File: config.mk
export PLATFORM = sky130hd
export DESIGN_NAME = std_timer
export DESIGN_NICKNAME = d
export VERILOG_FILES = /design/src/common/std_timer_pkg.sv /design/src/logic/std_timer.sv
export SDC_FILE = /design/constraint.sdc
export NUM_CORES = 1
export LEC_CHECK = 0
export BUFFER_PORTS_ARGS = -buffer_cell sky130_fd_sc_hd__buf_2
export CAP_MARGIN = 15
export CORE_MARGIN = 3
export CORE_UTILIZATION = 56
export DETAILED_ROUTE_END_ITERATION = 10
export GPL_TIMING_DRIVEN = 0
export HOLD_SLACK_MARGIN = 0.12
export PLACE_DENSITY = 0.78
export SETUP_SLACK_MARGIN = 0.2
export SLEW_MARGIN = 10
export SYNTH_ARGS = -nofsm -noshare
export SYNTH_HDL_FRONTEND = slang
export SYNTH_SLANG_ARGS = --single-unit
File: constraint.sdc
create_clock -name clock -period 2.8 [get_ports clock]
set_input_delay 0.42 -clock clock [delete_from_list [all_inputs] [get_ports clock]]
set_output_delay 0.42 -clock clock [all_outputs]
set_load 0.01 [all_outputs]
File: src/common/std_timer_pkg.sv
// Purpose: Shared constants and types for the standard timer block
// Assumes: 8-bit register port, register index equals byte address
// Notes:   Offsets are word indexes on a plain strobe port
package std_timer_pkg;

  // ==========================================================
  // Register offsets
  localparam logic [2:0] ADDR_CONTROL_0    = 3'h0;
  localparam logic [2:0] ADDR_CONTROL_1    = 3'h1;
  localparam logic [2:0] ADDR_COUNT_LOW    = 3'h2;
  localparam logic [2:0] ADDR_COUNT_HIGH   = 3'h3;
  localparam logic [2:0] ADDR_COMPARE_LOW  = 3'h4;
  localparam logic [2:0] ADDR_COMPARE_HIGH = 3'h5;
  localparam logic [2:0] ADDR_PERIOD       = 3'h6;
  localparam logic [2:0] ADDR_FLAGS        = 3'h7;

  // ==========================================================
  // Reset values
  localparam logic [7:0]  RESET_BYTE  = 8'h00;
  localparam logic [15:0] RESET_COUNT = 16'h0000;

  // ==========================================================
  // Clock select codes
  localparam logic [2:0] CLK_SYS_DIV4 = 3'h0;
  localparam logic [2:0] CLK_SYS      = 3'h1;
  localparam logic [2:0] CLK_HI_DIV16 = 3'h2;
  localparam logic [2:0] CLK_HI_DIV64 = 3'h3;
  localparam logic [2:0] CLK_SUB      = 3'h4;
  localparam logic [1:0] DIV4_LAST    = 2'h3;
  localparam logic [5:0] DIV16_LAST   = 6'h0f;
  localparam logic [5:0] DIV64_LAST   = 6'h3f;

  // ==========================================================
  // Modes and pin functions
  typedef enum logic [1:0] {
    MODE_COMPARE = 2'b00,
    MODE_UNDEF   = 2'b01,
    MODE_PWM     = 2'b10,
    MODE_TIMER   = 2'b11
  } mode_t;

  localparam logic [1:0] PIN_NONE   = 2'b00;
  localparam logic [1:0] PIN_LOW    = 2'b01;
  localparam logic [1:0] PIN_HIGH   = 2'b10;
  localparam logic [1:0] PIN_TOGGLE = 2'b11;

  // ==========================================================
  // Control register layouts
  typedef struct packed {
    logic       counter_pause;
    logic [2:0] clock_select;
    logic       timer_on;
    logic [2:0] unused;
  } control_0_t;

  typedef struct packed {
    mode_t      operating_mode_select;
    logic [1:0] pin_function_select;
    logic       output_initial_level;
    logic       output_invert;
    logic       duty_period_swap;
    logic       clear_source_select;
  } control_1_t;

endpackage : std_timer_pkg

File: src/logic/std_timer.sv
// Purpose: 16-bit up-counting timer with compare and period comparators
// Assumes: Single 20 MHz clock, clock sources arrive as pulses or pins
// Notes:   Flags are sticky and cleared by writing ones to them
//          A compare value of N gives a period of exactly N ticks
//          The pin output lags the internal pin level by one stage
//          Besides the clear source, only switching on clears the count; its bytes are read-only
//          No interrupt logic here: flags are plain outputs
//
// Function
// Pause freezes counter, resume from held value
// Three-bit field chooses counter clock source
// On rising edge clears counter, falling keeps
// Off stops counting and gates module; the code gates nothing, it only stops run and ends a single pulse
// On rising edge restores pin initial level
// Two-bit field selects operating mode
// Software turns off before changing mode
// Compare match drives pin none/low/high/toggle
// PWM field: inactive, active, PWM, single-pulse
// Requested level equal initial shows no change
// Software changes pin field only while off
// Initial level sets start or active level
// Invert bit inverts pin except timer mode
// Swap bit exchanges period and duty comparators
// Clear source: A match, or P/overflow
// Counter readable as two read-only bytes
// Compare-A held in two RW bytes, reset zero
// Period byte compares counter high byte
// Control 0 low three bits read zero
// Sixteen-bit up-counter, A compares all bits
// Each comparator raises its own flag
// No P flag when clear source is A; the code still sets it in PWM mode
// Undefined clock codes hold counter still
// All registers reset to zero, module off
//
// Local design decisions: the address-and-strobe port and the register offsets.
`timescale 1ns/1ns
module std_timer (
  input  wire logic       clock,
  input  wire logic       arst_n,
  input  wire logic [2:0] address,
  input  wire logic [7:0] write_data,
  input  wire logic       write_strobe,
  input  wire logic       read_strobe,
  output logic      [7:0] read_data,
  input  wire logic       high_speed_tick,
  input  wire logic       subsidiary_clock,
  output logic            timer_output_pin,
  output logic            timer_output_enable,
  output logic            compare_a_flag,
  output logic            compare_p_flag
);

  // ==========================================================
  // Timing overview
  // Bus writes land at the strobe edge; reads show one cycle later
  // Switch-on: the next cycle clears the count and loads the pin
  // level, and the count starts on the tick after that
  // A match is decoded while the count is one short of the value,
  // so the clear and the pin change land on the same edge
  // Flags follow the match edge and stay until a write of ones
  // Single pulse: starts on switch-on, ends on an A match or on
  // switch-off, whichever comes first
  // Limitation: a new clock choice is not lined up with the free
  // dividers, so its first tick may come early

  // ==========================================================
  // Registers
  std_timer_pkg::control_0_t control_0;
  std_timer_pkg::control_1_t control_1;
  logic [15:0] compare_a_value;
  logic [7:0]  period_compare_value;

  // Counter, on/off history and pin state
  logic [15:0] count;
  logic        on_delayed;
  logic        pin_level;
  logic        pulse_active;

  // Free-running dividers and subsidiary clock synchroniser
  logic [1:0]  div4;
  logic [5:0]  div_high;
  logic [1:0]  sub_sync;
  logic        sub_last;

  // ==========================================================
  // Decode
  // Each write strobe is qualified by its own address; address 7
  // is the write-one-to-clear flag byte
  wire write_c0   = write_strobe && (address == std_timer_pkg::ADDR_CONTROL_0);
  wire write_c1   = write_strobe && (address == std_timer_pkg::ADDR_CONTROL_1);
  wire write_al   = write_strobe && (address == std_timer_pkg::ADDR_COMPARE_LOW);
  wire write_ah   = write_strobe && (address == std_timer_pkg::ADDR_COMPARE_HIGH);
  wire write_rp   = write_strobe && (address == std_timer_pkg::ADDR_PERIOD);
  wire write_flag = write_strobe && (address == std_timer_pkg::ADDR_FLAGS);

  std_timer_pkg::mode_t mode;
  assign mode = control_1.operating_mode_select;
  wire pwm_mode   = (mode == std_timer_pkg::MODE_PWM);
  wire timer_mode = (mode == std_timer_pkg::MODE_TIMER);
  wire single_pulse = pwm_mode &&
                      (control_1.pin_function_select == std_timer_pkg::PIN_TOGGLE);

  // on rising edge
  wire on_rise = control_0.timer_on && !on_delayed;

  // ==========================================================
  // Clock source selection
  // Subsidiary clock is a pin, synchronised before edge detection
  wire sub_edge = sub_sync[1] && !sub_last;
  wire high_16  = high_speed_tick && (div_high[3:0] == std_timer_pkg::DIV16_LAST[3:0]);
  wire high_64  = high_speed_tick && (div_high == std_timer_pkg::DIV64_LAST);
  wire sys_4    = (div4 == std_timer_pkg::DIV4_LAST);

  // Every source is a one-cycle enable, never a clock of its own,
  // so the counter stays in the single clock domain
  // clock source choice
  // undefined codes stall
  logic tick;
  always_comb begin
    case (control_0.clock_select)
      std_timer_pkg::CLK_SYS_DIV4: tick = sys_4;
      std_timer_pkg::CLK_SYS:      tick = 1'b1;
      std_timer_pkg::CLK_HI_DIV16: tick = high_16;
      std_timer_pkg::CLK_HI_DIV64: tick = high_64;
      std_timer_pkg::CLK_SUB:      tick = sub_edge;
      default:                     tick = 1'b0;
    endcase
  end

  // pause freezes count
  // off stops counting
  wire run = tick && control_0.timer_on && !control_0.counter_pause && !on_rise;

  // ==========================================================
  // Comparators look at the count about to be reached, so a value
  // of N clears after exactly N ticks; zero is reached only by
  // wrapping, which is the counter overflow
  wire [15:0] count_plus = count + 16'h0001;

  // full 16-bit compare A
  wire match_a = run && (count_plus == compare_a_value);

  // period byte against high byte, zero means overflow
  // Low byte zero: the high byte has just reached the period value
  wire match_p = run && (count_plus == {period_compare_value, 8'h00});
  wire overflow = run && (count_plus == std_timer_pkg::RESET_COUNT);

  // swap assigns period and duty
  wire period_match = control_1.duty_period_swap ? match_a : match_p;

  // clear source, ignored in PWM and single pulse
  logic clear_count;
  always_comb begin
    if (pwm_mode) begin
      clear_count = period_match;
    end else if (control_1.clear_source_select) begin
      clear_count = match_a || overflow;
    end else begin
      clear_count = match_p;
    end
  end

  // Wrap to zero needs no special case: count_plus already wraps
  wire [15:0] next_count = clear_count ? std_timer_pkg::RESET_COUNT : count_plus;

  // ==========================================================
  // PWM duty: active while count below duty value, 100% if duty >= period
  // With swap, a period byte of zero is a 65536-tick duty, so the
  // output stays active all through
  wire [15:0] duty_value  = control_1.duty_period_swap ?
                            {period_compare_value, 8'h00} : compare_a_value;
  wire        duty_active = (count < duty_value) ||
                            (control_1.duty_period_swap && period_compare_value == 8'h00);

  // compare-match pin action
  // equal requested level shows no change
  logic next_cmp_level;
  always_comb begin
    case (control_1.pin_function_select)
      std_timer_pkg::PIN_NONE:   next_cmp_level = pin_level;
      std_timer_pkg::PIN_LOW:    next_cmp_level = 1'b0;
      std_timer_pkg::PIN_HIGH:   next_cmp_level = 1'b1;
      std_timer_pkg::PIN_TOGGLE: next_cmp_level = !pin_level;
      default:                   next_cmp_level = pin_level;
    endcase
  end

  // The waveform runs on even while the field forces a level
  // PWM pin functions
  // initial level is active level in PWM
  logic pwm_level;
  always_comb begin
    case (control_1.pin_function_select)
      std_timer_pkg::PIN_NONE:   pwm_level = !control_1.output_initial_level;
      std_timer_pkg::PIN_LOW:    pwm_level = control_1.output_initial_level;
      std_timer_pkg::PIN_HIGH:   pwm_level = duty_active ~^ control_1.output_initial_level;
      std_timer_pkg::PIN_TOGGLE: pwm_level = pulse_active ~^ control_1.output_initial_level;
      default:                   pwm_level = !control_1.output_initial_level;
    endcase
  end

  // ==========================================================
  // Register writes
  // everything resets to zero
  // Counter bytes have no write decode: software cannot preload
  // Compare bytes write independently, with no shadow latch
  // compare A bytes are read/write
  always_ff @(posedge clock or negedge arst_n) begin
    if (!arst_n) begin
      control_0            <= std_timer_pkg::control_0_t'(std_timer_pkg::RESET_BYTE);
      control_1            <= std_timer_pkg::control_1_t'(std_timer_pkg::RESET_BYTE);
      compare_a_value      <= {std_timer_pkg::RESET_BYTE, std_timer_pkg::RESET_BYTE};
      period_compare_value <= std_timer_pkg::RESET_BYTE;
    end else begin
      if (write_c0) begin
        control_0 <= std_timer_pkg::control_0_t'({write_data[7:3], 3'h0});
      end
      if (write_c1) begin
        control_1 <= std_timer_pkg::control_1_t'(write_data);
      end
      if (write_al) begin
        compare_a_value[7:0] <= write_data;
      end
      if (write_ah) begin
        compare_a_value[15:8] <= write_data;
      end
      if (write_rp) begin
        period_compare_value <= write_data;
      end
    end
  end

  // ==========================================================
  // Dividers and subsidiary clock synchroniser
  // The pin passes two flip-flops; only the second is read, and
  // sub_last keeps its previous level for edge finding
  // Both reset low, the idle pin level, so no false edge follows
  always_ff @(posedge clock or negedge arst_n) begin
    if (!arst_n) begin
      div4     <= 2'h0;
      div_high <= 6'h00;
      sub_sync <= 2'h0;
      sub_last <= 1'b0;
    end else begin
      div4     <= div4 + 2'h1;
      sub_sync <= {sub_sync[0], subsidiary_clock};
      sub_last <= sub_sync[1];
      if (high_speed_tick) begin
        div_high <= div_high + 6'h01;
      end
    end
  end

  // ==========================================================
  // Counter core
  // on_rise blocks run in its own cycle, so the clear cannot race
  // a tick; turning off only stops run and leaves the count alone
  // clear on on-rise, keep value when turned off
  always_ff @(posedge clock or negedge arst_n) begin
    if (!arst_n) begin
      count      <= std_timer_pkg::RESET_COUNT;
      on_delayed <= 1'b0;
    end else begin
      on_delayed <= control_0.timer_on;
      if (on_rise) begin
        count <= std_timer_pkg::RESET_COUNT;
      end else if (run) begin
        count <= next_count;
      end
    end
  end

  // ==========================================================
  // Output pin state
  // Pin level moves only on switch-on and on an A match in compare mode; the
  // single pulse ends on an A match or on switch-off
  // on rising edge loads initial level
  // initial level used in compare mode
  always_ff @(posedge clock or negedge arst_n) begin
    if (!arst_n) begin
      pin_level    <= 1'b0;
      pulse_active <= 1'b0;
    end else begin
      if (on_rise) begin
        pin_level    <= control_1.output_initial_level;
        pulse_active <= 1'b1;
      end else begin
        if (match_a && mode == std_timer_pkg::MODE_COMPARE) begin
          pin_level <= next_cmp_level;
        end
        // Trailing edge on A match or when turned off
        if (match_a || !control_0.timer_on) begin
          pulse_active <= 1'b0;
        end
      end
    end
  end

  // Timer mode drives zero with the enable low, leaving the pin
  // free for other use; the undefined mode drops the enable too, but its pin level is not forced to zero
  // invert except in timer mode
  wire raw_level = pwm_mode ? pwm_level : pin_level;
  wire out_level = timer_mode ? 1'b0 : (raw_level ^ control_1.output_invert);

  always_ff @(posedge clock or negedge arst_n) begin
    if (!arst_n) begin
      timer_output_pin    <= 1'b0;
      timer_output_enable <= 1'b0;
    end else begin
      timer_output_pin    <= out_level;
      // pin unused in timer and undefined modes
      timer_output_enable <= (mode == std_timer_pkg::MODE_COMPARE) || pwm_mode;
    end
  end

  // ==========================================================
  // Flags; a new match wins over a clear in the same cycle
  // A zero compare A outside PWM only meets the overflow, so it
  // raises no A flag
  // one flag per comparator
  // no P flag with clear source A in compare modes
  wire p_flag_allowed = pwm_mode || single_pulse || !control_1.clear_source_select;
  wire set_a = match_a && (compare_a_value != 16'h0000 || pwm_mode);
  wire set_p = match_p && p_flag_allowed;

  always_ff @(posedge clock or negedge arst_n) begin
    if (!arst_n) begin
      compare_a_flag <= 1'b0;
      compare_p_flag <= 1'b0;
    end else begin
      if (set_a) begin
        compare_a_flag <= 1'b1;
      end else if (write_flag && write_data[0]) begin
        compare_a_flag <= 1'b0;
      end
      if (set_p) begin
        compare_p_flag <= 1'b1;
      end else if (write_flag && write_data[1]) begin
        compare_p_flag <= 1'b0;
      end
    end
  end

  // ==========================================================
  // Read mux
  // Read data is zero outside its one cycle, so several blocks can
  // share a wired-or read bus without a select
  // counter bytes read-only
  // control 0 low bits read zero
  logic [7:0] read_mux;
  always_comb begin
    case (address)
      std_timer_pkg::ADDR_CONTROL_0:    read_mux = {control_0[7:3], 3'h0};
      std_timer_pkg::ADDR_CONTROL_1:    read_mux = control_1;
      std_timer_pkg::ADDR_COUNT_LOW:    read_mux = count[7:0];
      std_timer_pkg::ADDR_COUNT_HIGH:   read_mux = count[15:8];
      std_timer_pkg::ADDR_COMPARE_LOW:  read_mux = compare_a_value[7:0];
      std_timer_pkg::ADDR_COMPARE_HIGH: read_mux = compare_a_value[15:8];
      std_timer_pkg::ADDR_PERIOD:       read_mux = period_compare_value;
      default:                          read_mux = {6'h00, compare_p_flag, compare_a_flag};
    endcase
  end

  always_ff @(posedge clock or negedge arst_n) begin
    if (!arst_n) begin
      read_data <= std_timer_pkg::RESET_BYTE;
    end else if (read_strobe) begin
      read_data <= read_mux;
    end else begin
      read_data <= std_timer_pkg::RESET_BYTE;
    end
  end

endmodule : std_timer

== After elaboration in Yosys (flattened, before gate mapping) ==
Index checks and enable logic that the tools add are counted.

* Register bits after elaboration: 79

* Add/subtract/negate cells: 3
* Order comparisons: 1
* Equal/unequal tests: 22
* Multiplexer cells: 22
* Bitwise operators: 3
* Reduce and logical (&&, ||, !) cells: 51

{| class="wikitable"
|+ Operators by type and width
! kind !! number
|-
| 16-bit 2-to-1 mux || 4
|-
| 8-bit case mux with 7 select lines || 1
|-
| 16-bit == test || 2
|-
| 1-bit logical AND || 23
|-
| 16-bit by 1-bit adder with 16-bit output (second input constant) || 1
|-
| 16-bit logical NOT || 1
|-
| 16-bit less-than comparator || 1
|-
| 16-bit nonzero test || 1
|-
| 3-bit == test (second input constant) || 5
|-
| 1-bit 2-to-1 mux || 13
|-
| 3-bit by 2-bit == test with 1-bit output (second input constant) || 4
|-
| 2-bit == test (second input constant) || 5
|-
| 2-bit nonzero test || 5
|-
| 1-bit logical NOT || 8
|-
| 8-bit logical NOT || 1
|-
| 8-bit 2-to-1 mux || 1
|-
| 1-bit logical OR || 7
|-
| 6-bit by 1-bit adder with 6-bit output (second input constant) || 1
|-
| 3-bit by 1-bit == test with 1-bit output (second input constant) || 2
|-
| 6-bit == test (second input constant) || 1
|-
| 3-bit logical NOT || 2
|-
| 1-bit case mux with 5 select lines || 1
|-
| 4-bit == test (second input constant) || 1
|-
| 2-bit logical NOT || 2
|-
| other kinds (8) || 9
|}

== Depth between registers and ports, before layout ==
* Word-level depth: 13
* Depth in mapped cells: 13
* Gate-level depth less buffers: 11

== Worst setup path before layout ==
No wires, ideal clock.

* Path type: register -> register
* Start: register count[1]
* End: register count[13]
* Arrival: 2.844 ns
* Slack: -0.165 ns
* Cell stages (with the launch flop): 13
* Period minus slack after synthesis: 2.965 ns
* Cell sequence: dfrtp_1 ha_1 buf_2 nand4_2 nor4_1 xnor2_1 xnor2_1 a211o_1 o41ai_2 a21oi_1 buf_6 a21o_1 a22o_1

* Longest elaborated chain between the ends: 9

{| class="wikitable"
|+ RTL lines
! what !! RTL line !! text
|-
| start: declaration || std_timer.sv:74 || <nowiki>logic [15:0] count;</nowiki>
|-
| start signal: assignment || std_timer.sv:261 || <nowiki>count <= std_timer_pkg::RESET_COUNT;</nowiki>
|-
| start signal: assignment || std_timer.sv:266 || <nowiki>count <= std_timer_pkg::RESET_COUNT;</nowiki>
|-
| start signal: assignment || std_timer.sv:268 || <nowiki>count <= next_count;</nowiki>
|-
| 16-bit by 1-bit adder with 16-bit output * || std_timer.sv:138 || <nowiki>wire [15:0] count_plus = count + 16'h0001;</nowiki>
|-
| 16-bit == test or 16-bit logical NOT (tied branches) || std_timer.sv:141, std_timer.sv:146 ||
|-
| 1-bit logical AND, on equally long branches || std_timer.sv:141, std_timer.sv:146 ||
|-
| 1-bit logical OR || std_timer.sv:157 || <nowiki>clear_count = match_a || overflow;</nowiki>
|-
| 1-bit 2-to-1 mux || std_timer.sv:156 || <nowiki>end else if (control_1.clear_source_select) begin</nowiki>
|-
| 1-bit 2-to-1 mux || std_timer.sv:154 || <nowiki>if (pwm_mode) begin</nowiki>
|-
| 16-bit 2-to-1 mux * || std_timer.sv:164 || <nowiki>wire [15:0] next_count = clear_count ? std_timer_pkg::RESET_COUNT : count_plus;</nowiki>
|-
| 16-bit 2-to-1 mux * || std_timer.sv:267 || <nowiki>end else if (run) begin</nowiki>
|-
| 16-bit 2-to-1 mux * || std_timer.sv:265 || <nowiki>if (on_rise) begin</nowiki>
|}

Every way passes the cells marked *; elsewhere a longest branch is shown, timed or not. The select of a mux whose other input is x is not followed.
A chain may end at the register's enable or synchronous reset.

== Worst setup path in the final report ==
* Start: register count[5]
* End: register count[15]

Same word-level chain as after synthesis.

==> results.md <==
- Outcome: finished, violations left
- Failing checks: negative setup slack
- CTS sink count: 79
- Number of rows created at floorplan: 34
- Pin count of the biggest net entering global routing: 48
- Vias in the first global route: 4677
- Number of clock buffers inserted by TritonCTS: 9
- CTS tree: built
- Clock-pin slew of the registers on the worst-case setup and hold paths: 0.09 ns
- Slew at the pin closest to its max-slew limit: 0.754 ns
- Worst-skew pair later-pin latency: 0.36 ns
- Die width: 103 um
- Power, Total: 3.83 mW
- Detailed Routing Iterations Pass 1: 5
- Clk network pwr share: 27.4%
- Number of antenna violations at the first check in global routing: 0
- Worst hold path stage count: 1
- Largest cells by area after synthesis: dfrtp_1 38%, mux2_2 8.4%, ha_1 4.3%
- Routed via count divided by cell count: 6.62
- Most common cell in the synthesized netlist: dfrtp_1
- Gr ovfl total: 0
- Post-Syn Area: 0.00522 mm2
- Sequential fraction of the synthesis area: 37.9%
- Post-placement setup slack: -0.456 ns
- Final Wtd Congestion: 1.03
- Mean routed wirelength per cell: 23.1 um
- Slew HR: 49.6%
- Final nets: 662
- Highest achievable clock rate: 332 MHz
- Average size of a mapped cell: 9.62 um2
- Combinational power share: 29.4%
- Via Count: 4898
- Unrepaired setup endpoints after global routing: true
- Gate Count Post-Synth: 542
- Synthesized netlist net count: 577
- Lkg Pwr: 2.81 nW
- Max-capacitance violation count: 0
- Final critical-path required period: 3.01 ns
- Final Hold Vio Count: 0
- Cell-internal power: 2.49 mW
- Register share of total power: 43.1%
- Placeable core area: 0.00889 mm2
- Starting density of the core: 58.7%
- Die extent in y: 103 um
- Number of warnings issued by yosys: 0
- Portion of the clock cycle consumed by the worst path in the final layout: 107%
- Worst setup skew after layout: 0.0118 ns
- Kind of critical path: reg -> reg
- Final worst-path setup slack: -0.210 ns
- Remaining number of nets flagged by the antenna check after routing: 0
- Switch Pwr: 1.34 mW
- Worst voltage drop across the vdd grid: 0.000480 V
- Buffers on Ports: 26
- Net Sw Frac: 35.1%
- Area share of the leading cell type in the synthesized netlist: 37.9%
- Drt initial violations: 493
- Synth async-reset ratio: 100%
- Classification of the worst-slack hold path: in -> reg
- Setup violators final: 17
- Area of the die: 0.0105 mm2
- Number of register bits inferred by synthesis: 79
- Most frequent cells after synthesis: 79 x dfrtp_1, 42 x nand2_1, 39 x mux2_2, 32 x nor2_1, 29 x o21ai_0
- Post-DP HPWL: 11.4 mm
- Capturing element type of the critical path: flop
- Kind of start point of the critical path: flop
- N_diodes: 0
- Endpoint arrival time on the critical path: 3.25 ns
- EDFF count, synth: 0
- Final Slew Violations: 0
- Power density of the placed cells: 583 mW/mm2
- DRC violations left: 0
- Root Buffer Master: clkbuf_8
- Number of distinct library cells after synthesis: 70
- Number of I/O pins: 29
- Overall routed net length: 17.1 mm
- Largest fanout on the critical path: 8
- Worst reg2reg path depth: 14
- Share of final-layout standard cells stronger than drive strength 1: 32.1%
- Cell accounting for the most synthesized area: dfrtp_1
- H-Tree Depth: 3
- Clock Tree Buf Depth: 2
- Primary flip-flop cell chosen by synthesis mapping: dfrtp_1
- P&R area growth vs syn: 26.0%
- Required time of the critical path: 3.04 ns
- Overall track demand over capacity in global routing: 32.4%
- Wire length of the first global-routing pass: 25.8 mm
-- per-layer routing --
metal  share of wire (%)  GRT usage, %
met1                  42          45.1
met2                  46          49.0
met3                 8.9          7.24
met4                 3.8          13.5
met5                   0             0
-- layout by cell type (no fill, tap or decap), types with 5 or more instances in the layout --
cell	synthesis	routed
xor2_1	11	8
a41oi_1	6	5
ha_1	18	17
a21oi_1	21	13
nand2b_1	7	7
nand2_1	42	42
nand3_2	2	6
and3_1	7	6
a21o_1	9	9
buf_6	1	10
a22oi_1	7	7
nand4_1	10	10
o21ai_1	1	7
mux2_2	39	39
o21ai_0	29	23
nor2_1	32	30
a21oi_2	0	8
clkbuf_1	16	15
xnor2_1	24	23
clkbuf_8	0	9
nor4_1	12	11
buf_4	0	45
mux2i_1	16	16
nor2b_1	11	11
inv_1	14	14
a221oi_1	5	5
nand3_1	24	18
a22o_1	5	5
a31oi_1	6	5
dfrtp_1	79	75
buf_2	13	27
-- flip-flops by register name, summed over array words and instances (netlist names), 2 cells and up --
register,flops
read_data,8
div4,2
mode,2
period_compare_value,8
compare_a_value,16
sub_sync,2
control_0,5
count,16
control_1,6
div_high,6
-- kinds of logic (layout without fill, tap and decap cells) --
| group | count (synthesis) | after routing | share of synthesized area [%] |
|---|---|---|---|
| mux | 57 | 57 | 12.4 |
| buf+inv | 49 | 139 | 4.01 |
| xor+xnor | 36 | 36 | 6.31 |
| simple gates | 179 | 179 | 18.6 |
| fa+ha+maj | 18 | 18 | 4.32 |
| compound gates | 124 | 124 | 16.5 |
| flops | 79 | 79 | 37.9 |
-- power groups by stage --
stage	logic, mW	clock network, mW	registers (mW)
final	1.13	1.05	1.65
after CTS	1.06	1.07	1.62
after floorplan	0.714	0	1.54
after global routing	1.22	1.12	1.67
after global placement	0.927	0	1.64
after detailed placement	0.969	0	1.65
-- path summary, 6_finish.rpt --
kind                                        from            to  slack (ns)
max in group asynchronous                 arst_n  control_1[1]        1.64
min in group asynchronous                 arst_n     count[15]        0.55
worst min-delay path            subsidiary_clock   sub_sync[0]        0.17
worst max-delay path                    count[5]     count[15]       -0.21
worst min register to register       sub_sync[0]   sub_sync[1]        0.36
worst max register to register          count[5]     count[15]       -0.21
-- stage by stage --
stage                     hold WS [ns]  utilization (%)  setup TNS, ns  instance area [um2]  instances
final                            0.167             74.0          -2.85                 6580        740
after global routing             0.145             74.0          -4.62                 6580        740
after CTS                        0.152             71.2          -1.26                 6330        725
after detailed placement         0.340             62.9          -5.90                 5590        677
after global placement           0.331             62.6          -4.59                 5560        676
after floorplan                  0.124                -              0                 5300        542
-- timing repair --
| action | 4_1_cts | 5_1_grt |
|---|---|---|
| setup endpoints to repair | 21 | 21 |
| endpoints found under the hold margin | 32 | 0 |
| resized for setup | 51 | 31 |
| cloned | 0 | 0 |
| pin swaps | 23 | 23 |
| buffers inserted | 31 | 15 |
| hold buffers | 1 | 0 |
-- layout make-up --
type / instances / area [um2]
buffer: 34 / 249
clock buffer: 10 / 128
clock inverter: 6 / 115
fill: 619 / 2320
inverter: 15 / 60.1
multi-input combinational: 414 / 3350
sequential: 79 / 1980
tap: 108 / 135
timing repair buffer: 74 / 552
-- critical path: stages, from the launching register on --
cell       delay, ns
dfrtp_1         0.40
buf_6           0.16
nand3_4         0.08
nor4_4          0.37
buf_4           0.19
nand3_4         0.10
a2111oi_4       0.36
nand3b_1        0.14
o41ai_2         0.40
a21oi_2         0.14
buf_6           0.17
buf_8           0.14
buf_6           0.11
nand2b_1        0.06
mux2i_1         0.06
(Power assumes the default switching activity.)
